File: config.mk
export PLATFORM = sky130hd
export DESIGN_NAME = bssr_regs
export DESIGN_NICKNAME = d
export VERILOG_FILES = /design/src/pkg/bssr_pkg.sv /design/src/hdl/bssr_sync.sv /design/src/hdl/bssr_alert.sv /design/src/hdl/bssr_regs.sv
export SDC_FILE = /design/constraint.sdc
export NUM_CORES = 1
export LEC_CHECK = 0
export BUFFER_PORTS_ARGS = -buffer_cell sky130_fd_sc_hd__clkbuf_2
export CAP_MARGIN = 5
export CORE_MARGIN = 5
export CORE_UTILIZATION = 47
export DETAILED_ROUTE_END_ITERATION = 6
export HOLD_SLACK_MARGIN = 0.12
export PLACE_DENSITY = 0.88
export SETUP_SLACK_MARGIN = 0.1
export SYNTH_ARGS = -nofsm -noshare
export SYNTH_HDL_FRONTEND = slang
export SYNTH_SLANG_ARGS = --single-unit
File: constraint.sdc
create_clock -name i_core_clk -period 2.4 [get_ports i_core_clk]
set_input_delay 0 -clock i_core_clk [delete_from_list [all_inputs] [get_ports i_core_clk]]
set_output_delay 0 -clock i_core_clk [all_outputs]
set_load 0.03 [all_outputs]
File: src/pkg/bssr_pkg.sv
// Package with the constants and carrier types of the battery system state registers.
package bssr_pkg;
   // Own slave address, alert-response address and the blocked charger address.
   localparam logic [6:0] SYS_ADDR = 7'h0A;
   localparam logic [6:0] ARA_ADDR = 7'h0C;
   localparam logic [7:0] CHARGER_ADDR8 = 8'h12;
   localparam logic [7:0] ARA_RETURN = 8'h14;

   // Command codes, slave side and master side.
   localparam logic [7:0] CMD_STATE = 8'h01;
   localparam logic [7:0] CMD_STATE_CONT = 8'h02;
   localparam logic [7:0] CMD_CHG_VOLTAGE = 8'h15;
   localparam logic [7:0] CMD_ALARM = 8'h16;

   // Field positions of the system-state word.
   localparam int SEL_LSB = 12;
   localparam int PWR_LSB = 8;
   localparam int CHG_LSB = 4;
   localparam int PRS_LSB = 0;

   // Field positions of the continuation word and of the battery alarm word.
   localparam int CONT_AC_BIT = 0;
   localparam int CONT_PNG_BIT = 1;
   localparam int CONT_CRS_BIT = 2;
   localparam int ALARM_OVER_CHARGED_BIT = 15;

   // Reset values.
   localparam logic [3:0] SEL_RESET = 4'h1;
   localparam logic [15:0] CHG_VOLTAGE_RESET = 16'h0000;

   // Decoded SMBus slave transaction from the protocol engine.
   typedef struct packed {
      logic [6:0] addr;
      logic [7:0] cmd;
      logic write;
      logic [15:0] wdata;
   } bssr_req_t;

   // Answer to one transaction.
   typedef struct packed {
      logic ack;
      logic [15:0] data;
   } bssr_rsp_t;

   // Word read from a battery while acting as bus master.
   typedef struct packed {
      logic batt;
      logic [7:0] cmd;
      logic [15:0] data;
   } bssr_batt_rd_t;
endpackage

File: src/hdl/bssr_sync.sv
// Two-flip-flop synchroniser for a group of pin levels.
module bssr_sync #(
   parameter int WIDTH = 1
) (
   input wire logic i_core_clk,
   input wire logic i_rst,
   input wire logic [WIDTH-1:0] i_async,
   output logic [WIDTH-1:0] o_sync
);
   logic [WIDTH-1:0] meta_reg;

   // Each bit gets its own pair; the first stage feeds only the second.
   for (genvar g = 0; g < WIDTH; g++) begin : g_bit
      always_ff @(posedge i_core_clk or posedge i_rst) begin
         if (i_rst) begin
            meta_reg[g] <= 1'b0;
            o_sync[g] <= 1'b0;
         end else begin
            meta_reg[g] <= i_async[g];
            o_sync[g] <= meta_reg[g];
         end
      end
   end
endmodule // bssr_sync

File: src/hdl/bssr_alert.sv
// Sticky alert request that drives the open-drain alert line.
module bssr_alert (
   input wire logic i_core_clk,
   input wire logic i_rst,
   input wire logic i_ce,
   input wire logic i_event,
   input wire logic i_clear,
   output logic o_pending
);
   // A new event in the clearing cycle keeps the request, so no change is lost.
   always_ff @(posedge i_core_clk or posedge i_rst) begin
      if (i_rst) begin
         o_pending <= 1'b0;
      end else if (i_ce) begin
         if (i_event) begin
            o_pending <= 1'b1;
         end else if (i_clear) begin
            o_pending <= 1'b0;
         end
      end
   end
endmodule // bssr_alert

File: src/hdl/bssr_regs.sv
// Battery system state and continuation words with alert and battery-side inputs.
//
// Overview of operation
// - Recognised command with forbidden data is acknowledged but its data is discarded.
// - Command 01h reads and writes the four-nibble system-state word.
// - Battery insertion or removal raises the alert line.
// - AC connection or disconnection raises the alert line.
// - Autonomous power or charge changes update nibbles only, never the alert.
// - Selected battery reads 0001 or 0010 and resets to 0001.
// - Selection write takes effect only with exactly one low bit set.
// - Writes to power, charging and presence nibbles are ignored.
// - Power nibble: 0011 both, 0010 battery 2, 0001 battery 1, 0000 AC.
// - Charging nibble: one bit per charging battery, 0000 when none charges.
// - Presence nibble: bit 0 battery 1, bit 1 battery 2.
// - Command 02h reads the continuation word; host access to charger is blocked.
// - Any change of AC availability drives the alert line low.
// - Adapter_available bit follows the adapter-detect comparator.
// - Power-inadequate bit follows the low-power comparator.
// - Alert-response read at address 0001100 returns 14h.
// - Desired charge voltage is read with command 15h as unsigned millivolts.
// - A battery whose over-charged alarm is set is never charged.
module bssr_regs (
   input wire logic i_core_clk,
   input wire logic i_rst,
   input wire logic i_ce,
   input wire logic i_req_valid,
   input wire bssr_pkg::bssr_req_t i_req,
   output bssr_pkg::bssr_rsp_t o_rsp,
   output logic o_rsp_valid,
   input wire logic i_batt_rd_valid,
   input wire bssr_pkg::bssr_batt_rd_t i_batt_rd,
   input wire logic [1:0] i_presence_pins,
   input wire logic i_adapter_detect_input,
   input wire logic i_low_power_comparator_input,
   input wire logic [1:0] i_power_source_req,
   input wire logic [1:0] i_charge_req,
   output logic [3:0] o_host_battery_select,
   output logic [1:0] o_charge_enable,
   output logic [15:0] o_charge_voltage_b1,
   output logic [15:0] o_charge_voltage_b2,
   input wire logic i_smbalert_n,
   output logic o_smbalert_n,
   output logic o_smbalert_n_oe
);
   logic [3:0] sync_levels;
   logic [1:0] presence_nibble_bits;
   logic adapter_available;
   logic power_not_good;
   logic [1:0] presence_prev_reg;
   logic adapter_prev_reg;
   logic [3:0] host_battery_select_reg;
   logic [1:0] power_source_reg;
   logic [1:0] charging_reg;
   logic [1:0] over_charged_reg;
   logic [15:0] charge_voltage_reg [2];
   logic alert_event;
   logic alert_clear;
   logic alert_pending;
   logic [15:0] state_word;
   logic [15:0] cont_word;
   logic is_ours;
   logic is_ara;
   logic is_charger;
   bssr_pkg::bssr_rsp_t rsp_next;

   // Tells whether a written selection value is one that may be stored.
   function automatic logic sel_value_ok(input logic [3:0] v);
      return (v == 4'h1) || (v == 4'h2);
   endfunction

   // The battery contacts and both comparators arrive straight from pins.
   bssr_sync #(
      .WIDTH(4)
   ) u_sync (
      .i_core_clk(i_core_clk),
      .i_rst(i_rst),
      .i_async({i_low_power_comparator_input, i_adapter_detect_input, i_presence_pins}),
      .o_sync(sync_levels)
   );

   assign presence_nibble_bits = sync_levels[1:0];
   assign adapter_available = sync_levels[2];
   assign power_not_good = sync_levels[3];

   // Previous levels, used to see insertions, removals and AC changes.
   always_ff @(posedge i_core_clk or posedge i_rst) begin
      if (i_rst) begin
         presence_prev_reg <= 2'h0;
         adapter_prev_reg <= 1'b0;
      end else if (i_ce) begin
         presence_prev_reg <= presence_nibble_bits;
         adapter_prev_reg <= adapter_available;
      end
   end

   // Only presence and AC changes alert; power and charge moves are left for polling.
   assign alert_event = (presence_nibble_bits != presence_prev_reg)
      || (adapter_available != adapter_prev_reg);

   // Address decode of the incoming transaction.
   assign is_ours = (i_req.addr == bssr_pkg::SYS_ADDR);
   assign is_ara = (i_req.addr == bssr_pkg::ARA_ADDR) && !i_req.write;
   assign is_charger = ({i_req.addr, 1'b0} == bssr_pkg::CHARGER_ADDR8);

   // The alert-response read only clears when we are the one holding the line.
   assign alert_clear = i_req_valid && is_ara && alert_pending;

   bssr_alert u_alert (
      .i_core_clk(i_core_clk),
      .i_rst(i_rst),
      .i_ce(i_ce),
      .i_event(alert_event),
      .i_clear(alert_clear),
      .o_pending(alert_pending)
   );

   // Open drain: only ever pull low, and only while an alert is pending.
   assign o_smbalert_n = 1'b0;
   assign o_smbalert_n_oe = alert_pending;

   // Host selection: stored only for a legal one-hot value, otherwise kept.
   always_ff @(posedge i_core_clk or posedge i_rst) begin
      if (i_rst) begin
         host_battery_select_reg <= bssr_pkg::SEL_RESET;
      end else if (i_ce) begin
         if (i_req_valid && is_ours && i_req.write && i_req.cmd == bssr_pkg::CMD_STATE) begin
            if (sel_value_ok(i_req.wdata[bssr_pkg::SEL_LSB +: 4])) begin
               host_battery_select_reg <= i_req.wdata[bssr_pkg::SEL_LSB +: 4];
            end
         end
      end
   end

   // Battery-side words read as master: desired voltage and over-charged alarm.
   always_ff @(posedge i_core_clk or posedge i_rst) begin
      if (i_rst) begin
         charge_voltage_reg[0] <= bssr_pkg::CHG_VOLTAGE_RESET;
         charge_voltage_reg[1] <= bssr_pkg::CHG_VOLTAGE_RESET;
         over_charged_reg <= 2'h0;
      end else if (i_ce) begin
         if (i_batt_rd_valid && i_batt_rd.cmd == bssr_pkg::CMD_CHG_VOLTAGE) begin
            charge_voltage_reg[i_batt_rd.batt] <= i_batt_rd.data;
         end
         if (i_batt_rd_valid && i_batt_rd.cmd == bssr_pkg::CMD_ALARM) begin
            over_charged_reg[i_batt_rd.batt] <=
               i_batt_rd.data[bssr_pkg::ALARM_OVER_CHARGED_BIT];
         end
         // A removed battery forgets its alarm so a fresh pack starts clean.
         for (int b = 0; b < 2; b++) begin
            if (!presence_nibble_bits[b]) begin
               over_charged_reg[b] <= 1'b0;
            end
         end
      end
   end

   // Status nibbles come only from the device's own logic, never from the host.
   always_ff @(posedge i_core_clk or posedge i_rst) begin
      if (i_rst) begin
         power_source_reg <= 2'h0;
         charging_reg <= 2'h0;
      end else if (i_ce) begin
         power_source_reg <= i_power_source_req & presence_nibble_bits;
         charging_reg <= i_charge_req & presence_nibble_bits & ~over_charged_reg;
      end
   end

   // Word images; upper bits of each nibble are zero by encoding.
   assign state_word = {host_battery_select_reg, 2'h0, power_source_reg,
      2'h0, charging_reg, 2'h0, presence_nibble_bits};
   always_comb begin
      cont_word = 16'h0000;
      cont_word[bssr_pkg::CONT_AC_BIT] = adapter_available;
      cont_word[bssr_pkg::CONT_PNG_BIT] = power_not_good;
      cont_word[bssr_pkg::CONT_CRS_BIT] = 1'b1;
   end

   // Answer decode. Writes with illegal data still ack; the charger address never acks.
   always_comb begin
      rsp_next = '0;
      if (is_charger) begin
         rsp_next.ack = 1'b0;
      end else if (is_ara) begin
         rsp_next.ack = alert_pending;
         rsp_next.data = {8'h00, bssr_pkg::ARA_RETURN};
      end else if (is_ours && i_req.cmd == bssr_pkg::CMD_STATE) begin
         rsp_next.ack = 1'b1;
         rsp_next.data = i_req.write ? 16'h0000 : state_word;
      end else if (is_ours && i_req.cmd == bssr_pkg::CMD_STATE_CONT) begin
         rsp_next.ack = 1'b1;
         rsp_next.data = i_req.write ? 16'h0000 : cont_word;
      end else begin
         rsp_next.ack = 1'b0;
      end
   end

   // The answer is registered and stands until the next transaction.
   always_ff @(posedge i_core_clk or posedge i_rst) begin
      if (i_rst) begin
         o_rsp <= '0;
         o_rsp_valid <= 1'b0;
      end else if (i_ce) begin
         o_rsp_valid <= i_req_valid;
         if (i_req_valid) begin
            o_rsp <= rsp_next;
         end
      end
   end

   // Outputs to the host multiplexer and the charger.
   assign o_host_battery_select = host_battery_select_reg;
   assign o_charge_enable = charging_reg;
   assign o_charge_voltage_b1 = charge_voltage_reg[0];
   assign o_charge_voltage_b2 = charge_voltage_reg[1];
endmodule // bssr_regs

After elaboration in Yosys (flattened, before gate mapping)
Index checks and enable logic that the tools add are counted.
Storage, ports and cells
  word-level logic and storage cells: 84
  output and inout bits: 58
  bits in registers: 72
Operators by class
  $lt $le $gt $ge: 4
  multiplexer cells: 19
  bitwise logic cells: 5
  reduce and logical (&&, ||, !) cells: 22
  equality and inequality tests: 13
Operators by type and width (count)
  $mux 16: 3
  $mux 17: 2
  $bwmux 32: 1
  $eq 7x4->1 const B: 3
  $demux 16 s1: 1
  $eq 8x5->1 const B: 2
  $logic_and 1x1->1: 12
  $reduce_and 2->1: 5
  $eq 8x1->1 const B: 1
  $eq 8x2->1 const B: 1
  $mux 1: 7
  $and 2x2->2: 3
  $mux 3: 2
  $eq 4x1->1 const B: 1
  $eq 4x2->1 const B: 1
  $ne 2x2->1 const B: 2
  $reduce_and 3->1: 1
  $bwmux 2: 1
  $ge 2x2->1 const B: 1
  $logic_or 1x1->1: 2
  $lt 1x2->1 const B: 1
  $lt 2x1->1 const B: 1
  $mux 2: 1
  $ne 2x2->1: 1
  7 further kinds: 7

Logic depth before layout (Yosys ltp)
Gate-level depths: netlist of the first run.
  word-level depth: 7
  mapped depth: 6
  depth with buffers taken out: 4

Cells and area by module
Synthesis of the first run repeated with hierarchy kept, for this count alone.
Second synthesis, totals
  cell total of the unflattened synthesis: 205
  area total of the unflattened synthesis: 2748.9 um2
By module, submodules not included
  bssr_regs: cells each 192, times used 1, area each 2503.7 um2
  bssr_sync: cells each 9, times used 1, area each 203.9 um2
  bssr_alert: cells each 4, times used 1, area each 41.3 um2

Least setup slack after synthesis of the first run
OpenSTA, ideal clock, no wires.
  path type: in2reg
  start: input i_batt_rd[23] (netlist name)
  end: register charge_voltage_reg, in the netlist o_charge_voltage_b1[0]
  data arrival time: 1.130 ns
  cell stages on the path: 5
  setup time: 0.125 ns
  path slack: 1.145 ns
  cells stage by stage: and4bb_2 -> nand3_1 -> nor2_4 -> buf_6 -> mux2_2
On the way
  cells in the longest elaborated chain, start to end: 3
Ends and longest elaborated chain
  start: declaration: line bssr_regs.sv:31  | input wire bssr_pkg::bssr_batt_rd_t i_batt_rd,
  $eq 8x5->1: line bssr_regs.sv:141  | if (i_batt_rd_valid && i_batt_rd.cmd == bssr_pkg::CMD_CHG_VOLTAGE) begin
  $logic_and 1x1->1: line bssr_regs.sv:141
  $reduce_and 2->1 (no source line)
  end signal: indexed assignment: line bssr_regs.sv:142  | charge_voltage_reg[i_batt_rd.batt] <= i_batt_rd.data;
  end: declaration: line bssr_regs.sv:55  | logic [15:0] charge_voltage_reg [2];
No other way between the ends.
A chain may end at the register's enable or synchronous reset.

Final worst setup path of the first run
  start: input i_req[18] (netlist name)
  end: register o_rsp[0] (netlist name)
On the way
  cells in the longest elaborated chain, start to end: 6
Ends and longest elaborated chain
  start: declaration: line bssr_regs.sv:27  | input wire bssr_pkg::bssr_req_t i_req,
  $eq 8x2->1: line bssr_regs.sv:189  | end else if (is_ours && i_req.cmd == bssr_pkg::CMD_STATE_CONT) begin
  $logic_and 1x1->1: line bssr_regs.sv:189
  $mux 3: line bssr_regs.sv:189
  $mux 17 *: line bssr_regs.sv:186  | end else if (is_ours && i_req.cmd == bssr_pkg::CMD_STATE) begin
  $mux 17 *: line bssr_regs.sv:183  | end else if (is_ara) begin
  $mux 16 *: line bssr_regs.sv:181  | if (is_charger) begin
  end signal: assignment: line bssr_regs.sv:205  | o_rsp <= rsp_next;
  end: declaration: line bssr_regs.sv:28  | output bssr_pkg::bssr_rsp_t o_rsp,
Mark *: on every way between the ends. The rest lies on a longest branch, timed or not.

==> impl_metrics.py, run 1 <==
metrics = {
    "routing": {
        "routedWlPerCell_um": 15.5,
        "detailedRoute.firstPassIterationCount": 4,
        "antenna_left": 0,
        "route.detailed.drc": 0,
        "routed_wl_mm": 6.83,
        "vias": 2183,
        "routed_via_density": 4.95,
        "drt_iter0_drc": 81,
    },
    "cells_and_area": {
        "drive_above_1_share_pct": 48.6,
        "fin_nets": 432,
        "num_antenna_cells": 0,
        "nFillCells": 451,
        "areaGrowthSynthToFinish_pct": 42.5,
        "final_util_pct": 68.5,
    },
    "sta": {
        "max_slew_margin_pct": 45.1,
        "clock_skew_ns": 0.00495,
        "rsz0062_at_grt": "false",
        "setup_violations": 0,
        "hold_viol": 0,
        "max_freq_mhz": 444,
        "layout_setup_ws_ns": 0.150,
        "finalCriticalPeriod_ns": 2.25,
        "fin_crit_sh_pct": 93.8,
        "holdWs_ns": 0.135,
        "finalMaxSlewViolations": 0,
        "final.setup.tns_ns": 0,
        "worstMarginPinSlew_ns": 0.823,
    },
    "yosys": {
        "synth_area_leaders": "dfrtp_1, mux2_2, nor4b_4",
        "synth_top_flop_cell": "dfrtp_1",
        "postSynthCellCount": 204,
        "syn_area_per_cell_um2": 14.0,
        "ys_types": 45,
        "yosys_warnings": 0,
        "yosysTopAreaCell": "dfrtp_1",
        "async_flop_share_pct": 100,
        "syn-cell-area_um2": 2850,
        "ys_seq_area_share_pct": 58.9,
        "yosys.area.top_type_share_pct": 58.0,
        "synth_seq_cells": 67,
        "synth_edf_count": 0,
    },
    "power": {
        "total_power_uw": 2320,
        "p_leak_uw": 0.00216,
        "peakVddDrop_v": 0.000435,
        "power_density_nw_per_um2": 572,
    },
    "place": {
        "dp_hpwl_mm": 4.55,
        "post-place-ws_ns": 0.805,
        "place_congestion": 0.910,
        "io_buffers": 109,
    },
    "job": {
        "maxCapViolations": 0,
    },
    "critical_path": {
        "crit_path_frequent_cell": "dlygate4sd3_1",
        "start_kind": "primary input",
        "crit_fanout": 3,
        "crit_required_ns": 2.65,
        "cp.arrival_ns": 2.50,
        "critPathKind": "primary input to flop",
        "critPathBufInv": 4,
        "crit_chain": "dlygate4sd3_1 > clkbuf_2 > xnor2_1 > nor3_1 > dlygate4sd3_1 > nand3_1 > dlygate4sd3_1 > o21ai_0",
        "end_kind": "flop",
        "cpMaxStageDelayCell": "dlygate4sd3_1",
        "cpLargestDelayFamily": "buffers and inverters",
        "max_stage_delay_ns": 0.61,
    },
    "global_route": {
        "grt_overflow": 0,
        "grt_pass1_wl_mm": 11.3,
        "antenna_found_initial": 0,
        "grt_max_degree": 68,
        "grt_pass1_vias": 2431,
        "grt_usage_pct": 19.1,
    },
    "floorplan": {
        "die_x_um": 87.8,
        "placementRows": 28,
        "coreArea_um2": 5920,
        "io_pins": 129,
        "die_h_um": 87.8,
        "start_util_pct": 48.1,
        "die_area_um2": 7710,
    },
    "min_path": {
        "worstHoldPathType": "primary input to flop",
    },
    "cts": {
        "cts_buffers": 9,
        "clockBufferDepth": 2,
        "postCtsSetupBuffers": 0,
        "cts_tree": "yes",
        "numClockSinks": 67,
        "clk_pin_slew_worst_paths_ns": 0.07,
        "root_buffer": "clkbuf_8",
        "clock_latency_ns": 0.33,
        "htree_levels": 3,
    },
    "status": {
        "status": "finished clean",
    },
}
[through the flow]
step / cells / instance area, µm²
after floorplan: 209 / 2870
after global placement: 383 / 3440
after detailed placement: 383 / 3440
after CTS: 441 / 4050
after global routing: 441 / 4060
final: 441 / 4060
[repair_timing]
| item | 4_1_cts | 5_1_grt |
|---|---|---|
| hold buffers | 42 | 0 |
| gates resized for setup | 0 | 1 |
| endpoints found under the setup margin | 0 | 1 |
| endpoints found under the hold margin | 118 | 0 |
[worst paths after layout]
path                                         start                     end  slack (ns)  cells after the start
worst min-delay path                     i_req[25]                o_rsp[2]        0.14                      4
worst max register to register  o_charge_enable[0]                o_rsp[4]        0.96                      4
worst max-delay path                     i_req[18]                o_rsp[0]        0.15                      8
worst min register to register  u_sync.meta_reg[1]        u_sync.o_sync[1]        0.35                      0
max in group asynchronous                    i_rst  o_charge_voltage_b2[1]        1.41                      4
min in group asynchronous                    i_rst  o_charge_voltage_b2[8]        0.44                      4
[Yosys cell counts (2+ instances only)]
master    number
a21oi_1        2
a22o_1         8
and2_2         2
and4bb_2       2
buf_4          8
clkbuf_1       2
dfrtp_1       66
inv_1         12
mux2_2        33
mux2_4         2
mux2i_1        4
nand2_1        5
nand3_1        7
nand4_1        3
nand4_4        2
nand4b_1       2
nor2b_1        2
nor4b_4        3
o21ai_0        9
xnor2_1        4
xor2_1         2
[metal layers]
metal | global-route usage [%] | routed length, µm
met1 | 20.9 | 2570
met2 | 34.2 | 3580
met3 | 7.43 | 588
met4 | 5.58 | 97
met5 | 0 | 0
[kinds of logic after synthesis]
| group | after synthesis | synth area share [%] |
|---|---|---|
| flip-flops | 67 | 58.9 |
| AND/OR/NAND/NOR | 41 | 12.5 |
| multiplexers | 40 | 15.9 |
| AO/OA/AOI/OAI | 25 | 6.11 |
| buffers and inverters | 24 | 4.53 |
| XOR/XNOR | 6 | 1.85 |
| other | 1 | 0.132 |
[area by class of cell]
class	count	area [µm²]	area share, %
clock buffers	10	128	3.15
multi-input cells	118	1060	26.2
clock inverters	6	66.3	1.64
inverters	12	45.0	1.11
well taps	75	93.8	2.31
repair buffers	153	981	24.2
flip-flops and latches	67	1680	41.4
[worst reg2reg max path, delay by kind of cell, from the launching register on]
family	cells	cell delay, ns
buffers and inverters	1	0.55
AO/OA/AOI/OAI	2	0.29
flip-flops	1	0.40
AND/OR/NAND/NOR	1	0.08
[placed cells by master (no fill, tap or decap), types with 2 or more instances in the layout]
master	n
clkbuf_2	109
mux2_4	2
nand4_4	2
a22o_1	8
buf_4	2
and2_2	2
and4bb_2	2
nor2b_1	2
nand4_1	3
mux2_2	33
xor2_1	2
dlygate4sd3_1	42
o21ai_0	9
conb_1	6
nor4b_4	3
nand4b_1	2
a21oi_1	2
dfrtp_1	66
xnor2_1	4
clkinvlp_4	3
clkbuf_8	9
nand3_1	7
inv_1	11
mux2i_1	4
nand2_1	5
[report_power, final]
part	total [µW]	internal, µW	switching, µW	leakage, µW
Sequential	1170	1160	17.5	0.000895
Combinational	249	115	134	0.00118
Clock	896	479	416	0.0000885
(Power assumes the default switching activity.)
==> inputs of run 2 (changes only) <==
--- a/config.mk
+++ b/config.mk
@@ -7,7 +7,7 @@
 export LEC_CHECK = 0
 export BUFFER_PORTS_ARGS = -buffer_cell sky130_fd_sc_hd__clkbuf_2
 export CAP_MARGIN = 5
-export CORE_MARGIN = 5
+export CORE_MARGIN = 2
 export CORE_UTILIZATION = 47
 export DETAILED_ROUTE_END_ITERATION = 6
 export HOLD_SLACK_MARGIN = 0.12
==> impl_metrics.py, run 2 (synthesis results as in run 1) <==
metrics = {
    "status": {
        "status": "finished clean",
    },
    "place": {
        "place_congestion": 0.733,
        "io_buffers": 109,
        "dp_hpwl_mm": 4.49,
        "placedCellCount": 384,
    },
    "power": {
        "clockPowerShare_pct": 36.7,
        "power_frac_seq_pct": 51.9,
        "pwr-share-comb_pct": 11.4,
        "power_density_nw_per_um2": 555,
        "peakVddDrop_v": 0.000399,
        "p_leak_uw": 0.00218,
        "p_switching_uw": 534,
        "switching_share_pct": 23.6,
        "intPower_uw": 1730,
    },
    "routing": {
        "routed_wl_mm": 6.67,
        "drt_iter0_drc": 94,
        "vias": 2208,
        "route.detailed.drc": 0,
        "routedWlPerCell_um": 15.0,
        "detailedRoute.firstPassIterationCount": 4,
        "routed_via_density": 4.97,
        "antenna_left": 0,
    },
    "min_path": {
        "hold_depth": 4,
        "worstHoldPathType": "primary input to flop",
    },
    "sta": {
        "fin_crit_sh_pct": 90.8,
        "max_slew_margin_pct": 66.6,
        "hold_viol": 0,
        "worstMarginPinSlew_ns": 0.501,
        "finalCriticalPeriod_ns": 2.18,
        "clock_skew_ns": 0.00223,
        "setup_violations": 0,
        "rsz0062_at_grt": "false",
        "final.setup.tns_ns": 0,
        "holdWs_ns": 0.153,
        "finalMaxSlewViolations": 0,
        "max_freq_mhz": 459,
    },
    "cts": {
        "clock_latency_ns": 0.33,
        "clk_pin_slew_worst_paths_ns": 0.06,
        "numClockSinks": 67,
        "root_buffer": "clkbuf_8",
        "htree_levels": 3,
        "postCtsSetupBuffers": 0,
        "cts_buffers": 9,
        "cts_tree": "yes",
        "clockBufferDepth": 2,
    },
    "critical_path": {
        "critPathBufInv": 4,
        "crit_path_frequent_cell": "dlygate4sd3_1",
        "max_stage_delay_ns": 0.56,
        "crit_chain": "dlygate4sd3_1 > clkbuf_2 > buf_4 > nand2_4 > nor4b_4 > nand4_4 > mux2_4 > dlygate4sd3_1",
        "start_kind": "primary input",
        "cpMaxStageDelayCell": "dlygate4sd3_1",
        "cp.arrival_ns": 2.39,
        "critPathKind": "primary input to flop",
        "cpLargestDelayFamily": "buffers and inverters",
        "end_kind": "flop",
        "cp_num_cells": 8,
        "ff2ff_path_depth": 4,
        "crit_required_ns": 2.61,
        "crit_fanout": 19,
    },
    "cells_and_area": {
        "num_antenna_cells": 0,
        "layout_commonest_cell": "clkbuf_2",
        "final_util_pct": 69.3,
        "drive_above_1_share_pct": 48.2,
        "fin_nets": 436,
        "areaGrowthSynthToFinish_pct": 43.3,
        "instances_no_fill": 444,
        "final_cell_mix": "clkbuf_2, dfrtp_1, dlygate4sd3_1, mux2_2, clkbuf_8",
    },
    "floorplan": {
        "io_pins": 129,
        "die_x_um": 81.8,
        "coreArea_um2": 5890,
        "die_area_um2": 6690,
        "start_util_pct": 48.4,
        "die_h_um": 81.8,
        "placementRows": 28,
    },
    "global_route": {
        "grt_pass1_wl_mm": 10.7,
        "antenna_found_initial": 0,
        "grt_overflow": 0,
        "grt_pass1_vias": 2392,
        "grt_max_degree": 41,
        "grt_usage_pct": 21.5,
    },
    "job": {
        "maxCapViolations": 0,
    },
}
==> run 2: changes by cell type in the layout (fill, tap and decap cells not counted) <==
cell,before,now
clkbuf_8,9,12
clkinvlp_4,3,0
dlygate4sd3_1,42,45
buf_4,2,3
bufinv_16,1,0
clkinv_2,1,2
clkinv_4,1,0
==> run 2: routing by layer <==
metal / vias to the layer above / wire (µm) / share of wire [%] / GRT usage (%)
met3: 13 / 449 / 6.7 / 7.03
met4: 0 / 161 / 2.4 / 9.17
met2: 89 / 3550 / 53 / 39.3
met1: 1067 / 2510 / 38 / 22.5
met5: - / 0 / 0 / 0
li1: 1039 / - / - / -
==> run 2: worst paths after layout <==
path                                    start  slack (ns)                  endpoint
max                                      i_ce        0.22  o_host_battery_select[1]
min                                 i_req[16]        0.15                  o_rsp[0]
max reg2reg                  u_sync.o_sync[0]        0.56       power_source_reg[0]
min reg2reg                u_sync.meta_reg[2]        0.35          u_sync.o_sync[2]
max in group asynchronous               i_rst        1.10  o_host_battery_select[0]
min in group asynchronous               i_rst        0.62        u_sync.meta_reg[1]
==> run 2: timing repair <==
item / 4_1_cts / 5_1_grt
hold endpoints to repair: 119 / 0
gates resized for setup: 0 / 1
endpoints found under the setup margin: 0 / 1
hold buffers: 45 / 0
==> run 2: per-stage QoR <==
step	power, µW	area, µm²	setup WS [ns]
2_1_floorplan	1310	2870	0.718
3_3_place_gp	1390	3440	0.854
3_5_place_dp	1400	3440	0.774
4_1_cts	2280	4070	0.151
5_1_grt	2370	4080	0.140
6_report	2260	4080	0.220
==> run 2: area by class of cell <==
cell class	instances	area (µm²)
multi-input combinational	118	1060
timing repair buffer	157	1020
clock inverter	2	10.0
inverter	12	45.0
sequential	67	1680
tap	75	93.8
clock buffer	13	169
fill	446	1810
==> run 2: power by group through the flow <==
stage          sequential (µW)  clock (µW)  combinational (µW)
6_report                  1170         831                 258
5_1_grt                   1180         909                 283
4_1_cts                   1170         855                 256
3_5_place_dp              1190           0                 202
3_3_place_gp              1190           0                 195
2_1_floorplan             1220           0                92.2
==> run 2: worst min-delay path, stage by stage <==
cell and delay (ns):
clkbuf_2 0.15, a311oi_1 0.09, nand3_1 0.12, o21ai_0 0.08
==> inputs of run 3 (changes only) <==
--- a/config.mk
+++ b/config.mk
@@ -7,6 +7,7 @@
 export LEC_CHECK = 0
 export BUFFER_PORTS_ARGS = -buffer_cell sky130_fd_sc_hd__clkbuf_2
 export CAP_MARGIN = 5
+export CORE_ASPECT_RATIO = 1.5
 export CORE_MARGIN = 2
 export CORE_UTILIZATION = 47
 export DETAILED_ROUTE_END_ITERATION = 6
==> impl_metrics.py, run 3 (synthesis results as in run 1) <==
metrics = {
    "status": {
        "status": "finished clean",
    },
    "cells_and_area": {
        "regArea_um2": 1680,
        "multiInputGateArea_um2": 1060,
        "final_cell_mix": "clkbuf_2, dfrtp_1, dlygate4sd3_1, mux2_2, inv_1",
        "layout_commonest_cell": "clkbuf_2",
        "areaGrowthSynthToFinish_pct": 39.4,
        "drive_above_1_share_pct": 49.3,
        "nFillCells": 397,
        "fin_nets": 425,
        "num_antenna_cells": 0,
    },
    "sta": {
        "final.setup.tns_ns": 0,
        "fin_crit_sh_pct": 86.9,
        "max_slew_margin_pct": 55.4,
        "max_freq_mhz": 479,
        "finalMaxSlewViolations": 0,
        "hold_viol": 0,
        "clock_skew_ns": 0.00635,
        "setup_violations": 0,
        "worstMarginPinSlew_ns": 0.669,
        "rsz0062_at_grt": "false",
        "finalCriticalPeriod_ns": 2.09,
    },
    "power": {
        "power_density_nw_per_um2": 557,
        "total_power_uw": 2210,
        "p_leak_uw": 0.00213,
        "peakVddDrop_v": 0.000434,
    },
    "critical_path": {
        "critPathKind": "primary input to flop",
        "start_kind": "primary input",
        "crit_chain": "dlygate4sd3_1 > clkbuf_2 > nand2_2 > nor4b_4 > nand4_4 > mux2_4 > dlygate4sd3_1",
        "ff2ff_path_depth": 4,
        "worst_r2r_endpoint": "o_rsp[4]",
        "max_stage_delay_ns": 0.57,
        "end_kind": "flop",
        "crit_path_frequent_cell": "dlygate4sd3_1",
        "cpLargestDelayFamily": "buffers and inverters",
        "crit-reg2reg-launch": "o_charge_enable[0]",
        "crit_required_ns": 2.61,
        "cp_num_cells": 7,
        "ff2ff_setup_slack_ns": 0.95,
        "critPathBufInv": 3,
        "cp-startpoint": "i_req_valid",
        "crit_end": "o_host_battery_select[1]",
        "crit_fanout": 15,
        "cp.arrival_ns": 2.30,
        "cpMaxStageDelayCell": "dlygate4sd3_1",
    },
    "floorplan": {
        "coreArea_um2": 5830,
        "start_util_pct": 48.8,
        "placementRows": 34,
        "die_h_um": 99.3,
        "die_x_um": 67.5,
        "die_area_um2": 6710,
        "io_pins": 129,
    },
    "place": {
        "io_buffers": 109,
        "dp_hpwl_mm": 4.48,
        "place_congestion": 0.717,
    },
    "routing": {
        "routed_via_density": 5.05,
        "detailedRoute.firstPassIterationCount": 4,
        "routed_wl_mm": 6.44,
        "route.detailed.drc": 0,
        "antenna_left": 0,
        "vias": 2178,
        "routedWlPerCell_um": 14.9,
        "drt_iter0_drc": 80,
    },
    "cts": {
        "cts_tree": "yes",
        "cts_buffers": 9,
        "root_buffer": "clkbuf_8",
        "clk_pin_slew_worst_paths_ns": 0.07,
        "htree_levels": 3,
        "clockBufferDepth": 2,
        "postCtsSetupBuffers": 0,
        "cts-resized-gates": 0,
        "numClockSinks": 67,
        "clock_latency_ns": 0.34,
    },
    "global_route": {
        "grt_usage_pct": 20.7,
        "antenna_found_initial": 0,
        "grt_pass1_vias": 2274,
        "grt_overflow": 0,
        "grt_max_degree": 36,
        "grt_pass1_wl_mm": 10.2,
    },
    "min_path": {
        "worstHoldPathType": "primary input to flop",
    },
    "job": {
        "maxCapViolations": 0,
    },
}
[run 3: cell types whose count changed in the layout (fill, tap and decap cells not counted), sizes merged]
| cell | change |
|---|---|
| clkbuf | -2 |
| buf | -2 |
| clkinv | +3 |
| dlygate4sd3 | -9 |
[run 3: per-stage QoR]
stage | area (µm²) | hold WS [ns] | std cells | setup WS (ns) | util, %
after floorplan | 2870 | 0.0314 | 209 | 0.718 | -
after global placement | 3440 | 0.110 | 379 | 0.644 | 59.0
after detailed placement | 3440 | 0.110 | 379 | 0.599 | 59.0
after CTS | 3970 | 0.132 | 431 | 0.333 | 68.1
after global routing | 3970 | 0.157 | 431 | 0.202 | 68.1
final | 3970 | 0.142 | 431 | 0.314 | 68.1
[run 3: layout make-up]
type,count,area share [%]
Sequential cell,67,42.3
Multi-Input combinational cell,118,26.7
Timing Repair Buffer,146,23.3
Clock buffer,11,3.56
Tap cell,72,2.27
Inverter,12,1.14
Clock inverter,5,0.725
[run 3: repair_timing]
item,4_1_cts,5_1_grt
endpoints found under the hold margin,84,0
setup endpoints to repair,0,0
hold buffers,36,0
[run 3: worst register-to-register path: stages, from the launching register on]
cell and delay (ns):
dfrtp_1 0.41, nand2b_1 0.10, o21bai_1 0.06, a41o_1 0.23, dlygate4sd3_1 0.55
[run 3: how the worst min path moves through the flow]
stage	to	startpoint	slack, ns	cells past startpoint
final	over_charged_reg[0]	i_batt_rd[16]	0.14	5
after global placement	u_sync.meta_reg[1]	i_presence_pins[1]	0.11	1
after floorplan	u_sync.meta_reg[0]	i_presence_pins[0]	0.03	0
after global routing	over_charged_reg[1]	i_ce	0.16	2
after detailed placement	u_sync.meta_reg[3]	i_low_power_comparator_input	0.11	1
after CTS	over_charged_reg[0]	i_batt_rd[16]	0.13	5
[run 3: per-layer routing]
metal | routed length (µm) | global-route usage (%) | part of all wire (%)
met1 | 2320 | 21.4 | 36
met2 | 3580 | 37.6 | 56
met3 | 412 | 4.86 | 6.4
met4 | 126 | 9.73 | 2.0
met5 | 0 | 0 | 0
[run 3: power by group]
| group | switching [µW] | internal (µW) | leakage (µW) | total, µW |
|---|---|---|---|---|
| combinational | 132 | 110 | 0.00115 | 243 |
| clock | 395 | 397 | 0.0000928 | 793 |
| sequential | 17.2 | 1160 | 0.000895 | 1170 |
